`config.mk`:
```
export PLATFORM = sky130hd
export DESIGN_NAME = t1tx_iface
export DESIGN_NICKNAME = d
export VERILOG_FILES = /design/src/design/t1tx_pkg.sv /design/src/design/t1tx_iface.sv
export SDC_FILE = /design/constraint.sdc
export NUM_CORES = 1
export LEC_CHECK = 0
export BUFFER_PORTS_ARGS = -buffer_cell sky130_fd_sc_hd__buf_4
export CORE_MARGIN = 10
export CORE_UTILIZATION = 41
export DETAILED_ROUTE_END_ITERATION = 6
export SETUP_SLACK_MARGIN = 0.3
export SLEW_MARGIN = 15
export SYNTH_ARGS = -nofsm -noshare
export SYNTH_HDL_FRONTEND = slang
export SYNTH_SLANG_ARGS = --single-unit
export TNS_END_PERCENT = 50
```
`constraint.sdc`:
```
create_clock -name i_clk -period 3.47 [get_ports i_clk]
set_input_delay 0.5205 -clock i_clk [delete_from_list [all_inputs] [get_ports i_clk]]
set_output_delay 0.5205 -clock i_clk [all_outputs]
set_load 0.01 [all_outputs]
```
`src/design/t1tx_pkg.sv`:
```
// constants shared by the t1 transmit interface configuration block
// assumes a single 125 MHz clock and byte-wide register port
package t1tx_pkg;

  // register offsets
  localparam logic [7:0] T1TX_OFF_LINE = 8'h04;
  localparam logic [7:0] T1TX_OFF_BP   = 8'h05;
  localparam logic [7:0] T1TX_OFF_FRM  = 8'h06;

  // transmit_line_format_config fields
  localparam int T1TX_LB_FIFO_BYP = 7;
  localparam int T1TX_LB_AIS_EN   = 6;
  localparam int T1TX_LB_NEG_INV  = 5;
  localparam int T1TX_LB_POS_INV  = 4;
  localparam int T1TX_LB_UNI      = 3;
  localparam int T1TX_LB_FLAG_POL = 2;
  localparam int T1TX_LB_RISE     = 1;
  localparam int T1TX_LB_RZ       = 0;

  // transmit_backplane_config fields
  localparam int T1TX_BB_TWO_BIT  = 4;
  localparam int T1TX_BB_REC_CLK  = 3;
  localparam int T1TX_BB_WIDE     = 2;
  localparam int T1TX_BB_DUAL     = 1;
  localparam int T1TX_BB_SFP      = 0;

  // transmit_framing_passthrough_config fields
  localparam int T1TX_FB_AL_EN    = 5;
  localparam int T1TX_FB_AL_LOC   = 4;
  localparam int T1TX_FB_FRAMING_DISABLE     = 3;
  localparam int T1TX_FB_FBYP     = 2;
  localparam int T1TX_FB_CRC_BIT_PASSTHROUGH   = 1;
  localparam int T1TX_FB_DLBYP    = 0;

  // register widths and reset values
  localparam int T1TX_BP_W  = 5;
  localparam int T1TX_FRM_W = 6;
  localparam logic [7:0]          T1TX_LINE_RST = 8'h00;
  localparam logic [T1TX_BP_W-1:0]  T1TX_BP_RST  = 5'h00;
  localparam logic [T1TX_FRM_W-1:0] T1TX_FRM_RST = 6'h00;
  localparam logic [7:0]          T1TX_UNUSED_RD = 8'h00;

  // jitter fifo geometry and level flag margin
  localparam int T1TX_DEPTH = 32;
  localparam int T1TX_AW    = 5;
  localparam logic [T1TX_AW:0] T1TX_NEAR_FULL  = 6'h1c;
  localparam logic [T1TX_AW:0] T1TX_NEAR_EMPTY = 6'h04;
  localparam logic [T1TX_AW:0] T1TX_FULL       = 6'h20;

  // backplane frame geometry
  localparam logic [8:0] T1TX_T1_LAST   = 9'h0c0; // 193 bit positions
  localparam logic [8:0] T1TX_WIDE_LAST = 9'h0ff; // 256 bit positions
  localparam logic [8:0] T1TX_FBIT_POS  = 9'h0c0; // framing bit slot
  localparam int T1TX_GRP_MSB  = 4;  // 32-bit group: filler + 3 channels
  localparam int T1TX_BYTE_LSB = 3;
  localparam logic [1:0] T1TX_FILLER_BYTE = 2'h0;
  localparam logic [4:0] T1TX_SF_LAST = 5'h17; // 24 frames max

  // kind of framing bit offered by the generator
  localparam logic [1:0] T1TX_FK_FRAME = 2'h0;
  localparam logic [1:0] T1TX_FK_CRC   = 2'h1;
  localparam logic [1:0] T1TX_FK_DL    = 2'h2;

  // alarm changeover states
  typedef enum logic [2:0] {
    T1TX_NORMAL = 3'b001,
    T1TX_AIS    = 3'b010,
    T1TX_EXIT   = 3'b100
  } t1tx_ais_t;

endpackage

```
`src/design/t1tx_iface.sv`:
```
// t1 transmit interface: config registers, line output stage, jitter
// fifo, backplane frame timing and framing-bit passthrough.
// assumes all clocks from the line and backplane are sampled levels,
// synchronous to i_clk and much slower than it.
// Operation
// - bypass set routes bipolar data around jitter fifo, else through it
// - alarm enable sends all-ones: alternating pulses, or unipolar one
// - alarm entry and exit create no bipolar violation
// - invert bits flip positive and negative outputs
// - unipolar select gives data plus fifo flag, else bipolar pulses
// - unipolar mode marks analog line outputs unusable
// - flag polarity selects within four of full, else of empty
// - outputs update on rising edge if selected, else falling
// - return-to-zero gives half-period bipolar pulses, else full-period nrz
// - reset clears line format register
// - two-bit signalling takes a and b only, else four bits
// - framer clock is recovered clock, else backplane or gapped clock
// - wide rate: filler byte then three channel bytes, eight times
// - narrow rate: 24 channel bytes then one framing bit
// - dual rail inputs skip framer and feed jitter fifo
// - frame pulse marks superframe start, else every framing bit
// - reset clears backplane options register
// - aligner location before framer or after extractor, when enabled
// - framing disable passes data unchanged
// - passthrough bits reinsert backplane framing bits
`timescale 1ns/1ps

module t1tx_iface
  import t1tx_pkg::*;
(
  input  wire logic       i_clk,
  input  wire logic       i_rst,
  input  wire logic       i_ce,
  input  wire logic [7:0] i_addr,
  input  wire logic [7:0] i_wdata,
  input  wire logic       i_wr,
  input  wire logic       i_rd,
  output logic      [7:0] o_rdata,
  input  wire logic       i_line_clk,
  input  wire logic       i_enc_stb,
  input  wire logic       i_enc_pos,
  input  wire logic       i_enc_neg,
  input  wire logic       i_bp_clk,
  input  wire logic       i_rec_clk,
  input  wire logic       i_bp_frame_pulse,
  input  wire logic       i_bp_pcm,
  input  wire logic       i_bp_sig,
  input  wire logic [3:0] i_sig_nibble,
  input  wire logic       i_gen_fbit,
  input  wire logic [1:0] i_fbit_kind,
  output logic            o_tx_pos,
  output logic            o_tx_neg,
  output logic            o_analog_enable,
  output logic            o_framer_clk,
  output logic            o_framer_bit,
  output logic            o_fbit_slot,
  output logic            o_filler_slot,
  output logic      [4:0] o_frame_index,
  output logic      [3:0] o_sig_bits,
  output logic            o_aligner_pre_framer,
  output logic            o_aligner_post_extract
);

  typedef struct packed {
    logic [7:0]                  line_cfg;
    logic [T1TX_BP_W-1:0]        bp_cfg;
    logic [T1TX_FRM_W-1:0]       frm_cfg;
    logic [7:0]                  rdata;
    logic                        line_clk;
    logic                        bp_clk;
    logic [T1TX_DEPTH-1:0][1:0]  mem;
    logic [T1TX_AW-1:0]          wptr;
    logic [T1TX_AW-1:0]          rptr;
    logic [T1TX_AW:0]            count;
    t1tx_ais_t                   ais;
    logic                        last_neg;
    logic                        pos;
    logic                        neg;
    logic                        analog_en;
    logic                        flag;
    logic [8:0]                  bit_pos;
    logic [4:0]                  frame_idx;
    logic                        framer_clk;
    logic                        framer_bit;
    logic                        fbit_slot;
    logic                        filler;
    logic [3:0]                  sig;
    logic                        al_pre;
    logic                        al_post;
  } t1tx_state_t;

  t1tx_state_t q;
  t1tx_state_t d;

  //////////////////////////////////////////////////////////////////////////
  // decoded controls and clock edges

  logic line_rise;
  logic line_fall;
  logic upd;
  logic clr;
  logic bp_rise;
  logic wide;
  logic dual;
  logic bypass;
  logic uni;
  logic ais_en;

  assign line_rise = i_line_clk & ~q.line_clk;
  assign line_fall = ~i_line_clk & q.line_clk;
  assign bp_rise   = i_bp_clk & ~q.bp_clk;
  assign wide      = q.bp_cfg[T1TX_BB_WIDE];
  assign dual      = q.bp_cfg[T1TX_BB_DUAL];
  assign bypass    = q.line_cfg[T1TX_LB_FIFO_BYP];
  assign uni       = q.line_cfg[T1TX_LB_UNI];
  assign ais_en    = q.line_cfg[T1TX_LB_AIS_EN];
  // update edge and the opposite edge that ends an rz pulse
  assign upd = q.line_cfg[T1TX_LB_RISE] ? line_rise : line_fall;
  assign clr = q.line_cfg[T1TX_LB_RISE] ? line_fall : line_rise;

  // passthrough test for the framing bit kind offered this slot
  function automatic logic fbit_pass(input logic [1:0] kind,
                                     input logic [T1TX_FRM_W-1:0] cfg);
    logic r;
    r = 1'b0;
    if (kind == T1TX_FK_FRAME) begin
      r = cfg[T1TX_FB_FBYP];
    end else if (kind == T1TX_FK_CRC) begin
      r = cfg[T1TX_FB_CRC_BIT_PASSTHROUGH];
    end else if (kind == T1TX_FK_DL) begin
      r = cfg[T1TX_FB_DLBYP];
    end
    return r;
  endfunction

  //////////////////////////////////////////////////////////////////////////
  // next state

  always_comb begin
    logic       wr_en;
    logic [1:0] wr_bits;
    logic       rd_en;
    logic [1:0] src;
    logic       mark;
    logic       send_ais;
    logic       p_raw;
    logic       n_raw;
    logic [8:0] np;
    logic [8:0] last;
    wr_en    = 1'b0;
    wr_bits  = 2'h0;
    rd_en    = 1'b0;
    src      = 2'h0;
    mark     = 1'b0;
    send_ais = 1'b0;
    p_raw    = 1'b0;
    n_raw    = 1'b0;
    np       = q.bit_pos;
    last     = wide ? T1TX_WIDE_LAST : T1TX_T1_LAST;
    d = q;
    d.line_clk = i_line_clk;
    d.bp_clk   = i_bp_clk;

    // register port; unused bits are not stored and read zero
    if (i_wr) begin
      if (i_addr == T1TX_OFF_LINE) begin
        d.line_cfg = i_wdata;
      end else if (i_addr == T1TX_OFF_BP) begin
        d.bp_cfg = i_wdata[T1TX_BP_W-1:0];
      end else if (i_addr == T1TX_OFF_FRM) begin
        d.frm_cfg = i_wdata[T1TX_FRM_W-1:0];
      end
    end
    d.rdata = T1TX_UNUSED_RD;
    if (i_rd) begin
      if (i_addr == T1TX_OFF_LINE) begin
        d.rdata = q.line_cfg;
      end else if (i_addr == T1TX_OFF_BP) begin
        d.rdata = {3'h0, q.bp_cfg};
      end else if (i_addr == T1TX_OFF_FRM) begin
        d.rdata = {2'h0, q.frm_cfg};
      end
    end

    // fifo fill: dual rail feeds backplane rails straight in
    if (dual) begin
      wr_en   = bp_rise;
      wr_bits = {i_bp_pcm, i_bp_sig};
    end else begin
      wr_en   = i_enc_stb;
      wr_bits = {i_enc_pos, i_enc_neg};
    end
    // bypass skips the fifo; overrun drops the new bit
    if (bypass) begin
      src   = wr_bits;
      wr_en = 1'b0;
    end else begin
      src   = (q.count != '0) ? q.mem[q.rptr] : 2'h0;
      rd_en = upd && (q.count != '0);
    end
    if (wr_en && (q.count != T1TX_FULL)) begin
      d.mem[q.wptr] = wr_bits;
      d.wptr = q.wptr + 1'b1;
    end else begin
      wr_en = 1'b0;
    end
    if (rd_en) begin
      d.rptr = q.rptr + 1'b1;
    end
    if (wr_en && !rd_en) begin
      d.count = q.count + 1'b1;
    end else if (!wr_en && rd_en) begin
      d.count = q.count - 1'b1;
    end
    d.flag = q.line_cfg[T1TX_LB_FLAG_POL] ? (q.count >= T1TX_NEAR_FULL)
                                          : (q.count <= T1TX_NEAR_EMPTY);

    // line output at the update edge
    mark = src[1] | src[0];
    if (upd) begin
      // alarm changeover; leaving waits for a mark of correct polarity
      case (q.ais)
        T1TX_NORMAL: begin
          if (ais_en) begin
            d.ais    = T1TX_AIS;
            send_ais = 1'b1;
          end
        end
        T1TX_AIS: begin
          send_ais = 1'b1;
          if (!ais_en) begin
            d.ais = T1TX_EXIT;
          end
        end
        T1TX_EXIT: begin
          if (ais_en) begin
            d.ais    = T1TX_AIS;
            send_ais = 1'b1;
          end else if (mark && (src[0] != q.last_neg)) begin
            d.ais = T1TX_NORMAL;
          end else begin
            send_ais = 1'b1;
          end
        end
        default: begin
          d.ais = T1TX_NORMAL;
        end
      endcase
      if (uni) begin
        p_raw = send_ais | mark;
        n_raw = q.flag;
      end else if (send_ais) begin
        p_raw = q.last_neg;
        n_raw = ~q.last_neg;
      end else begin
        p_raw = src[1];
        n_raw = src[0];
      end
      if (!uni && (p_raw || n_raw)) begin
        d.last_neg = n_raw;
      end
      d.pos = p_raw ^ q.line_cfg[T1TX_LB_POS_INV];
      d.neg = n_raw ^ q.line_cfg[T1TX_LB_NEG_INV];
    end else if (clr && q.line_cfg[T1TX_LB_RZ] && !uni) begin
      // half-period pulse: return to the idle level
      d.pos = q.line_cfg[T1TX_LB_POS_INV];
      d.neg = q.line_cfg[T1TX_LB_NEG_INV];
    end
    d.analog_en = ~q.line_cfg[T1TX_LB_UNI];

    // framer clock source
    if (q.bp_cfg[T1TX_BB_REC_CLK]) begin
      d.framer_clk = i_rec_clk;
    end else begin
      d.framer_clk = i_bp_clk & ~(wide & q.filler);
    end

    // backplane bit position, frame and superframe tracking
    if (bp_rise) begin
      np = (q.bit_pos >= last) ? 9'h000 : q.bit_pos + 1'b1;
      if (q.bit_pos >= last) begin
        d.frame_idx = (q.frame_idx >= T1TX_SF_LAST) ? 5'h00
                                                    : q.frame_idx + 1'b1;
      end
      if (i_bp_frame_pulse) begin
        np = wide ? 9'h000 : T1TX_FBIT_POS;
        if (q.bp_cfg[T1TX_BB_SFP]) begin
          d.frame_idx = 5'h00;
        end
      end
      d.bit_pos   = np;
      d.fbit_slot = !wide && (np == T1TX_FBIT_POS);
      d.filler    = wide &&
          (np[T1TX_GRP_MSB:T1TX_BYTE_LSB] == T1TX_FILLER_BYTE);
      // framing insertion or passthrough
      if (d.fbit_slot && !q.frm_cfg[T1TX_FB_FRAMING_DISABLE] &&
          !fbit_pass(i_fbit_kind, q.frm_cfg)) begin
        d.framer_bit = i_gen_fbit;
      end else begin
        d.framer_bit = i_bp_pcm;
      end
      // signalling nibble format
      if (q.bp_cfg[T1TX_BB_TWO_BIT]) begin
        d.sig = {i_sig_nibble[3:2], i_sig_nibble[3:2]};
      end else begin
        d.sig = i_sig_nibble;
      end
    end

    // aligner placement is ignored while the aligner is off
    d.al_pre  = q.frm_cfg[T1TX_FB_AL_EN] & q.frm_cfg[T1TX_FB_AL_LOC];
    d.al_post = q.frm_cfg[T1TX_FB_AL_EN] & ~q.frm_cfg[T1TX_FB_AL_LOC];
  end

  //////////////////////////////////////////////////////////////////////////
  // state register; reset wins over the clock enable

  always_ff @(posedge i_clk) begin
    if (i_rst) begin
      q           <= '0;
      q.line_cfg  <= T1TX_LINE_RST;
      q.bp_cfg    <= T1TX_BP_RST;
      q.frm_cfg   <= T1TX_FRM_RST;
      q.ais       <= T1TX_NORMAL;
      q.analog_en <= 1'b1;
    end else if (i_ce) begin
      q <= d;
    end
  end

  assign o_rdata                = q.rdata;
  assign o_tx_pos               = q.pos;
  assign o_tx_neg               = q.neg;
  assign o_analog_enable        = q.analog_en;
  assign o_framer_clk           = q.framer_clk;
  assign o_framer_bit           = q.framer_bit;
  assign o_fbit_slot            = q.fbit_slot;
  assign o_filler_slot          = q.filler;
  assign o_frame_index          = q.frame_idx;
  assign o_sig_bits             = q.sig;
  assign o_aligner_pre_framer   = q.al_pre;
  assign o_aligner_post_extract = q.al_post;
endmodule

```
Word-level counts from Yosys, hierarchy flattened
Index checks and enable logic that the tools add are counted.

Logic and storage cells: 193. Output and inout bits: 26. Register bits: 141. Input bits: 37.

Eq/ne operators: 14. $add $sub $neg: 6. Order comparisons: 7. Bitwise logic cells: 20. Reduce and logical (&&, ||, !) cells: 35. Multiplexer cells: 55.

Operators with widths (count): bitwise mux 64 bit (1); two-way mux 6 bit (5); two-way mux 9 bit (3); == test 8 x 3 -> 1 bit (second input constant) (3); two-way mux 8 bit (3); two-way mux 1 bit (23); two-way mux 5 bit (4); two-way mux 2 bit (8); adder 5 x 1 -> 5 bit (second input constant) (3); logical AND 1 bit (13); less-than comparator 5 x 6 -> 1 bit (second input constant) (2); two-way mux 3 bit (4); binary-select mux 2 bit (select 5 bit) (1); demux 2 bit (select 5 bit) (1); AND reduction 2 bit (5); AND reduction 5 bit (2); adder 9 x 1 -> 9 bit (second input constant) (1); == test 9 x 8 -> 1 bit (second input constant) (1); >= comparator 9 x 8 -> 1 bit (1); NOT 1 bit (9); one-hot mux 3 bit (3 select lines) (1); bitwise AND 1 bit (7); adder 6 x 1 -> 6 bit (second input constant) (1); >= comparator 6 x 5 -> 1 bit (second input constant) (1); other kinds (23) (34).

Longest topological paths before layout
Depth after elaboration: 16. Depth in mapped cells: 14.

Worst setup path after synthesis
No wires, ideal clock.

Path kind: input -> register. Start point: input port i_line_clk. End point: register q[37] (netlist bit). Buffers on the path: 0. Setup time: 128 ps. Stages on the path: 14. Arrival: 2644 ps. Data required time: 3342 ps. Setup slack: 698 ps. Path through: nand2b_1 o21ai_0 nand2_1 ha_1 inv_1 ha_1 a21o_1 a21oi_1 o21bai_1 a21oi_1 xnor2_1 nand2_1 xor2_1 nor2_1.

Longest elaborated chain between the ends: 9. Elaborated cells on any way between the ends: 12.

RTL lines: start, declared (line t1tx_iface.sv:39) `input wire logic i_line_clk,`; NOT 1 bit (line t1tx_iface.sv:110) `assign line_fall = ~i_line_clk & q.line_clk;`; bitwise AND 1 bit (line t1tx_iface.sv:110); two-way mux 1 bit * (line t1tx_iface.sv:118) `assign upd = q.line_cfg[T1TX_LB_RISE] ? line_rise : line_fall;`; logical AND 1 bit * (line t1tx_iface.sv:199) `rd_en = upd && (q.count != '0);`; two-way mux 1 bit * (line t1tx_iface.sv:194) `if (bypass) begin`; logical NOT 1 bit (line t1tx_iface.sv:210) `if (wr_en && !rd_en) begin`; logical AND 1 bit (line t1tx_iface.sv:210); nonzero test 2 bit (no source line); AND reduction 2 bit (no source line); end, declared (line t1tx_iface.sv:92) `t1tx_state_t q;`.

Mark *: on every way between the ends. The rest lies on a longest branch, timed or not. A chain may end at the register's enable or synchronous reset.

Final worst setup path
Start point: register q[15] (netlist bit). End point: register q (netlist bit o_framer_bit).

Longest elaborated chain between the ends: 9. Elaborated cells on any way between the ends: 10.

RTL lines: adder 9 x 1 -> 9 bit / >= comparator 9 x 8 -> 1 bit (equally long branches) (line t1tx_iface.sv:280) `np = (q.bit_pos >= last) ? 9'h000 : q.bit_pos + 1'b1;`; two-way mux 9 bit * (line t1tx_iface.sv:280); two-way mux 9 bit * (line t1tx_iface.sv:285) `if (i_bp_frame_pulse) begin`; two-way mux 9 bit * (line t1tx_iface.sv:279) `if (bp_rise) begin`; == test 9 x 8 -> 1 bit * (line t1tx_iface.sv:292) `d.fbit_slot = !wide && (np == T1TX_FBIT_POS);`; logical AND 1 bit * (line t1tx_iface.sv:292); logical AND 1 bit * (2 in a row) (line t1tx_iface.sv:296) `if (d.fbit_slot && !q.frm_cfg[T1TX_FB_FRAMING_DISABLE] &&`; two-way mux 1 bit * (line t1tx_iface.sv:296).

Mark *: on every way between the ends. The rest lies on a longest branch, timed or not. The select of a mux whose other input is x is not followed.

==> results.txt <==
----------------------------------------------------
[Detailed routing]
  Number of DRC violations after detailed routing ... 0
  Number of DRC violations after detailed-routing iteration 0 ... approximately 330
  Total via count in the routed design ... roughly 5900
  Final ANT Viol Nets ... 0
  WL final ... 18.0 mm
  Number of optimization iterations in the first detailed-route pass ... 5
  Post-detailed-route via-to-cell ratio ... 5.32
  Average routed wire per standard cell ... approximately 16 µm

[Die]
  Core region area ... between 15000 and 20000 µm²
  Overall die height ... 154 µm
  Number of primary I/O pins ... 63
  Total number of placement rows ... between 40 and 50
  Area of the die ... between 20000 and 25000 µm²
  Effective utilization at floorplan ... 0.421
  Floorplan die width ... 154 µm

[GRT]
  Vias in the first global route ... between 5000 and 6000
  GRT Residual Overflow ... 0
  Antenna violations before repair ... 0
  Gr usage total ... 0.149
  Pin count of the biggest net entering global routing ... a little under 90
  Global-route wire length before repair ... 29.2 mm

[Setup path]
  Startpoint of the worst register-to-register path ... q[15]$_SDFFE_PP0P_
  Slowest cell delay on critical path ... 0.68 ns
  Worst Path Class, Setup ... register to register
  Peak fanout along the critical path ... 4
  CP Depth ... 10
  Worst Path Required ... 3.82 ns
  Critical register-to-register path endpoint ... o_framer_bit$_SDFFE_PP0P_
  WP data arrival ... roughly 3.2 ns
  Setup slack of the worst register-to-register path ... 0.61 ns
  Crit. End Element ... register
  Buf/Inv on CP ... 1
  Cell with the largest stage delay on the worst path ... or4b_2
  Gate family responsible for the most delay along the worst path ... compound AO/OA/AOI/OAI gates
  Cell-by-cell trace of the critical path ... inv_1 -> ha_1 -> nand2b_1 -> a21o_1 -> a21o_1 -> a21oi_1 -> o211a_1 -> a21oi_1 -> or4b_2 -> a31oi_1
  CP Launch Type ... register
  Worst-case reg-to-reg path depth ... 10

[Place]
  Total half-perimeter wirelength after legalization and detailed placement ... 12.4 mm
  Worst setup slack after placement ... approximately 0.35 ns
  # port buffers ... 62
  Global placer's final weighted congestion ... about 0.84

[Clocking]
  Largest buffer count on any clock path ... 2
  Clock-pin slew of the registers on the worst-case setup and hold paths ... roughly 0.070 ns
  Number of levels in the clock H-tree ... 4
  Gates resized, CTS repair ... 0
  Insertion delay of the later-clocked pin in the worst-skew pair ... roughly 0.42 ns
  TritonCTS sink count ... 141
  TritonCTS clock tree ... done
  CTS buffer count ... 17
  Number of buffers inserted by post-CTS setup repair ... 0
  Buffer cell driving the clock tree root ... clkbuf_16
  Number of buffers inserted by hold repair at cts ... 0

[Yosys]
  Cell area after synthesis ... 7330 µm²
  Mean instance size in the synthesized netlist ... between 8 and 9 µm²
  Number of nets produced by synthesis ... between 900 and 1000
  Yosys warnings ... 0
  Cell count after synthesis ... about 850
  Fraction of the yosys area taken by sequential cells ... 0.385
  Most frequently used flop master after synthesis ... dfxtp_1
  Number of flops mapped to enable cells by yosys ... 0
  Fraction of registers with async set or reset after synthesis ... 0
  Number of distinct library cell variants in the gate-level netlist after synthesis ... 65
  Flops & latches, synth ... roughly 140

[STA]
  Maximum clock frequency ... 349 MHz
  Hold Worst Slack ... roughly 0.35 ns
  Worst setup margin ... 0.607 ns
  Setup TNS ... 0 ns
  Setup Viol. Count Final ... 0
  Worst max-slew margin expressed relative to the limit ... 0.514
  Transition time at the pin with the least slew margin ... between 0.7 and 0.8 ns
  Worst clock skew on the final layout ... roughly 0.0083 ns
  Final period util ... 0.825
  Number of hold violations in the final report ... 0
  Time the worst path needs with I/O delays and setup ... about 2.9 ns
  Final Slew Violations ... 0
  Unrepaired setup endpoints after global routing ... no

[Final layout]
  Net total in the final layout ... 930
  Number of diodes added for antenna fixing ... 0
  Share of cells above drive strength 1 ... 0.151
  Final-layout fill cell count ... around 1700
  Area growth, synth to finish ... 15.3%
  Leading cell type in the layout, fill and taps excluded ... nor2_1
  Leading cell types in the layout, fill and taps excluded ... nor2_1, dfxtp_1, mux2i_1

[Pwr]
  Overall power after layout ... about 0.0039 W
  Power per standard cell area ... around 460 nW/µm²
  Worst vdd ir ... 0.336 mV
  Static leakage ... 3.07 nW

[Outcome]
  Outcome ... complete, no violations

[Hold path]
  Type of the worst min-delay path ... input port to register
  Launch instance of the worst min-delay path ... i_sig_nibble[3]
  Terminating pin of the worst hold path ... o_sig_bits[3]$_SDFFE_PP0P_
  Worst hold path stage count ... 3

[Flow run]
  Maximum Capacitance Violations ... 0

----------------------------------------------------
## flip-flops by register name, indices dropped and copies added, names as in the netlist
signal                  cells
o_aligner_pre_framer        1
o_fbit_slot                 1
o_framer_clk                1
o_tx_neg                    1
o_aligner_post_extract      1
dual                        1
ais_en                      1
o_tx_pos                    1
o_filler_slot               1
o_rdata                     8
o_sig_bits                  4
o_frame_index               5
q                         112
o_framer_bit                1
bypass                      1
o_analog_enable             1
## per-layer routing
| layer | wire, µm | vias up | GRT usage |
|---|---|---|---|
| li1 | - | 3005 | - |
| met1 | 9000 | 2783 | 0.202 |
| met2 | 7980 | 112 | 0.229 |
| met3 | 805 | 17 | 0.0404 |
| met4 | 193 | 0 | 0.0369 |
| met5 | 0 | - | 0 |
## cell families after synthesis
| family | Yosys count | share of synthesized area |
|---|---|---|
| XOR/XNOR | 22 | 0.0263 |
| AO/OA/AOI/OAI | 137 | 0.118 |
| buffers and inverters | 84 | 0.0540 |
| multiplexers | 122 | 0.187 |
| adder cells (fa/ha/maj) | 19 | 0.0335 |
| flip-flops | 141 | 0.385 |
| AND/OR/NAND/NOR | 324 | 0.196 |
## stage by stage
stage,utilization,area (µm²),instances
finish,0.485,8440,1112
global route,0.485,8440,1112
CTS,0.484,8440,1112
detailed placement,0.450,7840,1080
global placement,0.450,7840,1080
floorplan,-,7330,849
## layout make-up
type	instances	area, µm²	area share
clock buffer	18	439	0.0520
inverter	16	60.1	0.00711
tap	225	282	0.0333
sequential	141	2820	0.334
timing repair buffer	74	568	0.0673
multi-input combinational	624	4110	0.487
clock inverter	14	159	0.0188
## Yosys cell counts (3+ instances only)
cell      count  area (µm²)
nor3b_1       3        22.5
a31oi_1       9        56.3
a21o_1        3        22.5
mux2i_1     107        1070
nand3_1      18        90.1
o21ai_0      35         175
ha_1         18         225
nand4_1       8        50.1
clkbuf_1     40         150
a21oi_1      43         215
xnor2_1      15         131
nand2b_1      7        43.8
or3b_2        4        35.0
or3_1         4        25.0
mux2_2        4        45.0
o21a_1        3        22.5
and2_1        4        25.0
a211oi_1      3        22.5
o22ai_1       3        18.8
nand2_1      69         259
xor2_1        7        61.3
o211ai_1      7        52.6
buf_4        19         143
dfxtp_1     141        2820
and3_1        8        50.1
a22oi_1       4        30.0
nand3b_1     10        75.1
nor2_1      171         642
buf_2         7        35.0
nor3_1        7        35.0
mux4_2       10         225
or2_2         3        18.8
inv_1        16        60.1
## worst reg2reg max path, cell delays in order (launching register included)
cell and delay [ns]:
dfxtp_1 0.38, inv_1 0.10, ha_1 0.29, nand2b_1 0.14
a21o_1 0.17, a21o_1 0.17, a21oi_1 0.32, o211a_1 0.26
a21oi_1 0.11, or4b_2 0.68, a31oi_1 0.18
## report_power, final
group	switching (W)	internal, W	total (W)
logic	0.000198	0.000146	0.000345
registers	0.0000284	0.00165	0.00168
clock network	0.000754	0.00109	0.00185
total	0.000981	0.00289	0.00387
## how the worst max path moves through the flow
stage                             startpoint                   endpoint  slack, ns
after global placement              i_bp_clk         q[37]$_SDFFE_PP0P_       0.39
final                     q[15]$_SDFFE_PP0P_  o_framer_bit$_SDFFE_PP0P_       0.61
after CTS                 q[32]$_SDFFE_PP0P_         q[37]$_SDFFE_PP0P_       0.41
after detailed placement            i_bp_clk         q[37]$_SDFFE_PP0P_       0.35
after global routing      q[32]$_SDFFE_PP0P_         q[37]$_SDFFE_PP0P_       0.31
after floorplan                   i_line_clk         q[37]$_SDFFE_PP0P_       0.70
Note: power is estimated with default switching activity, not from simulation.
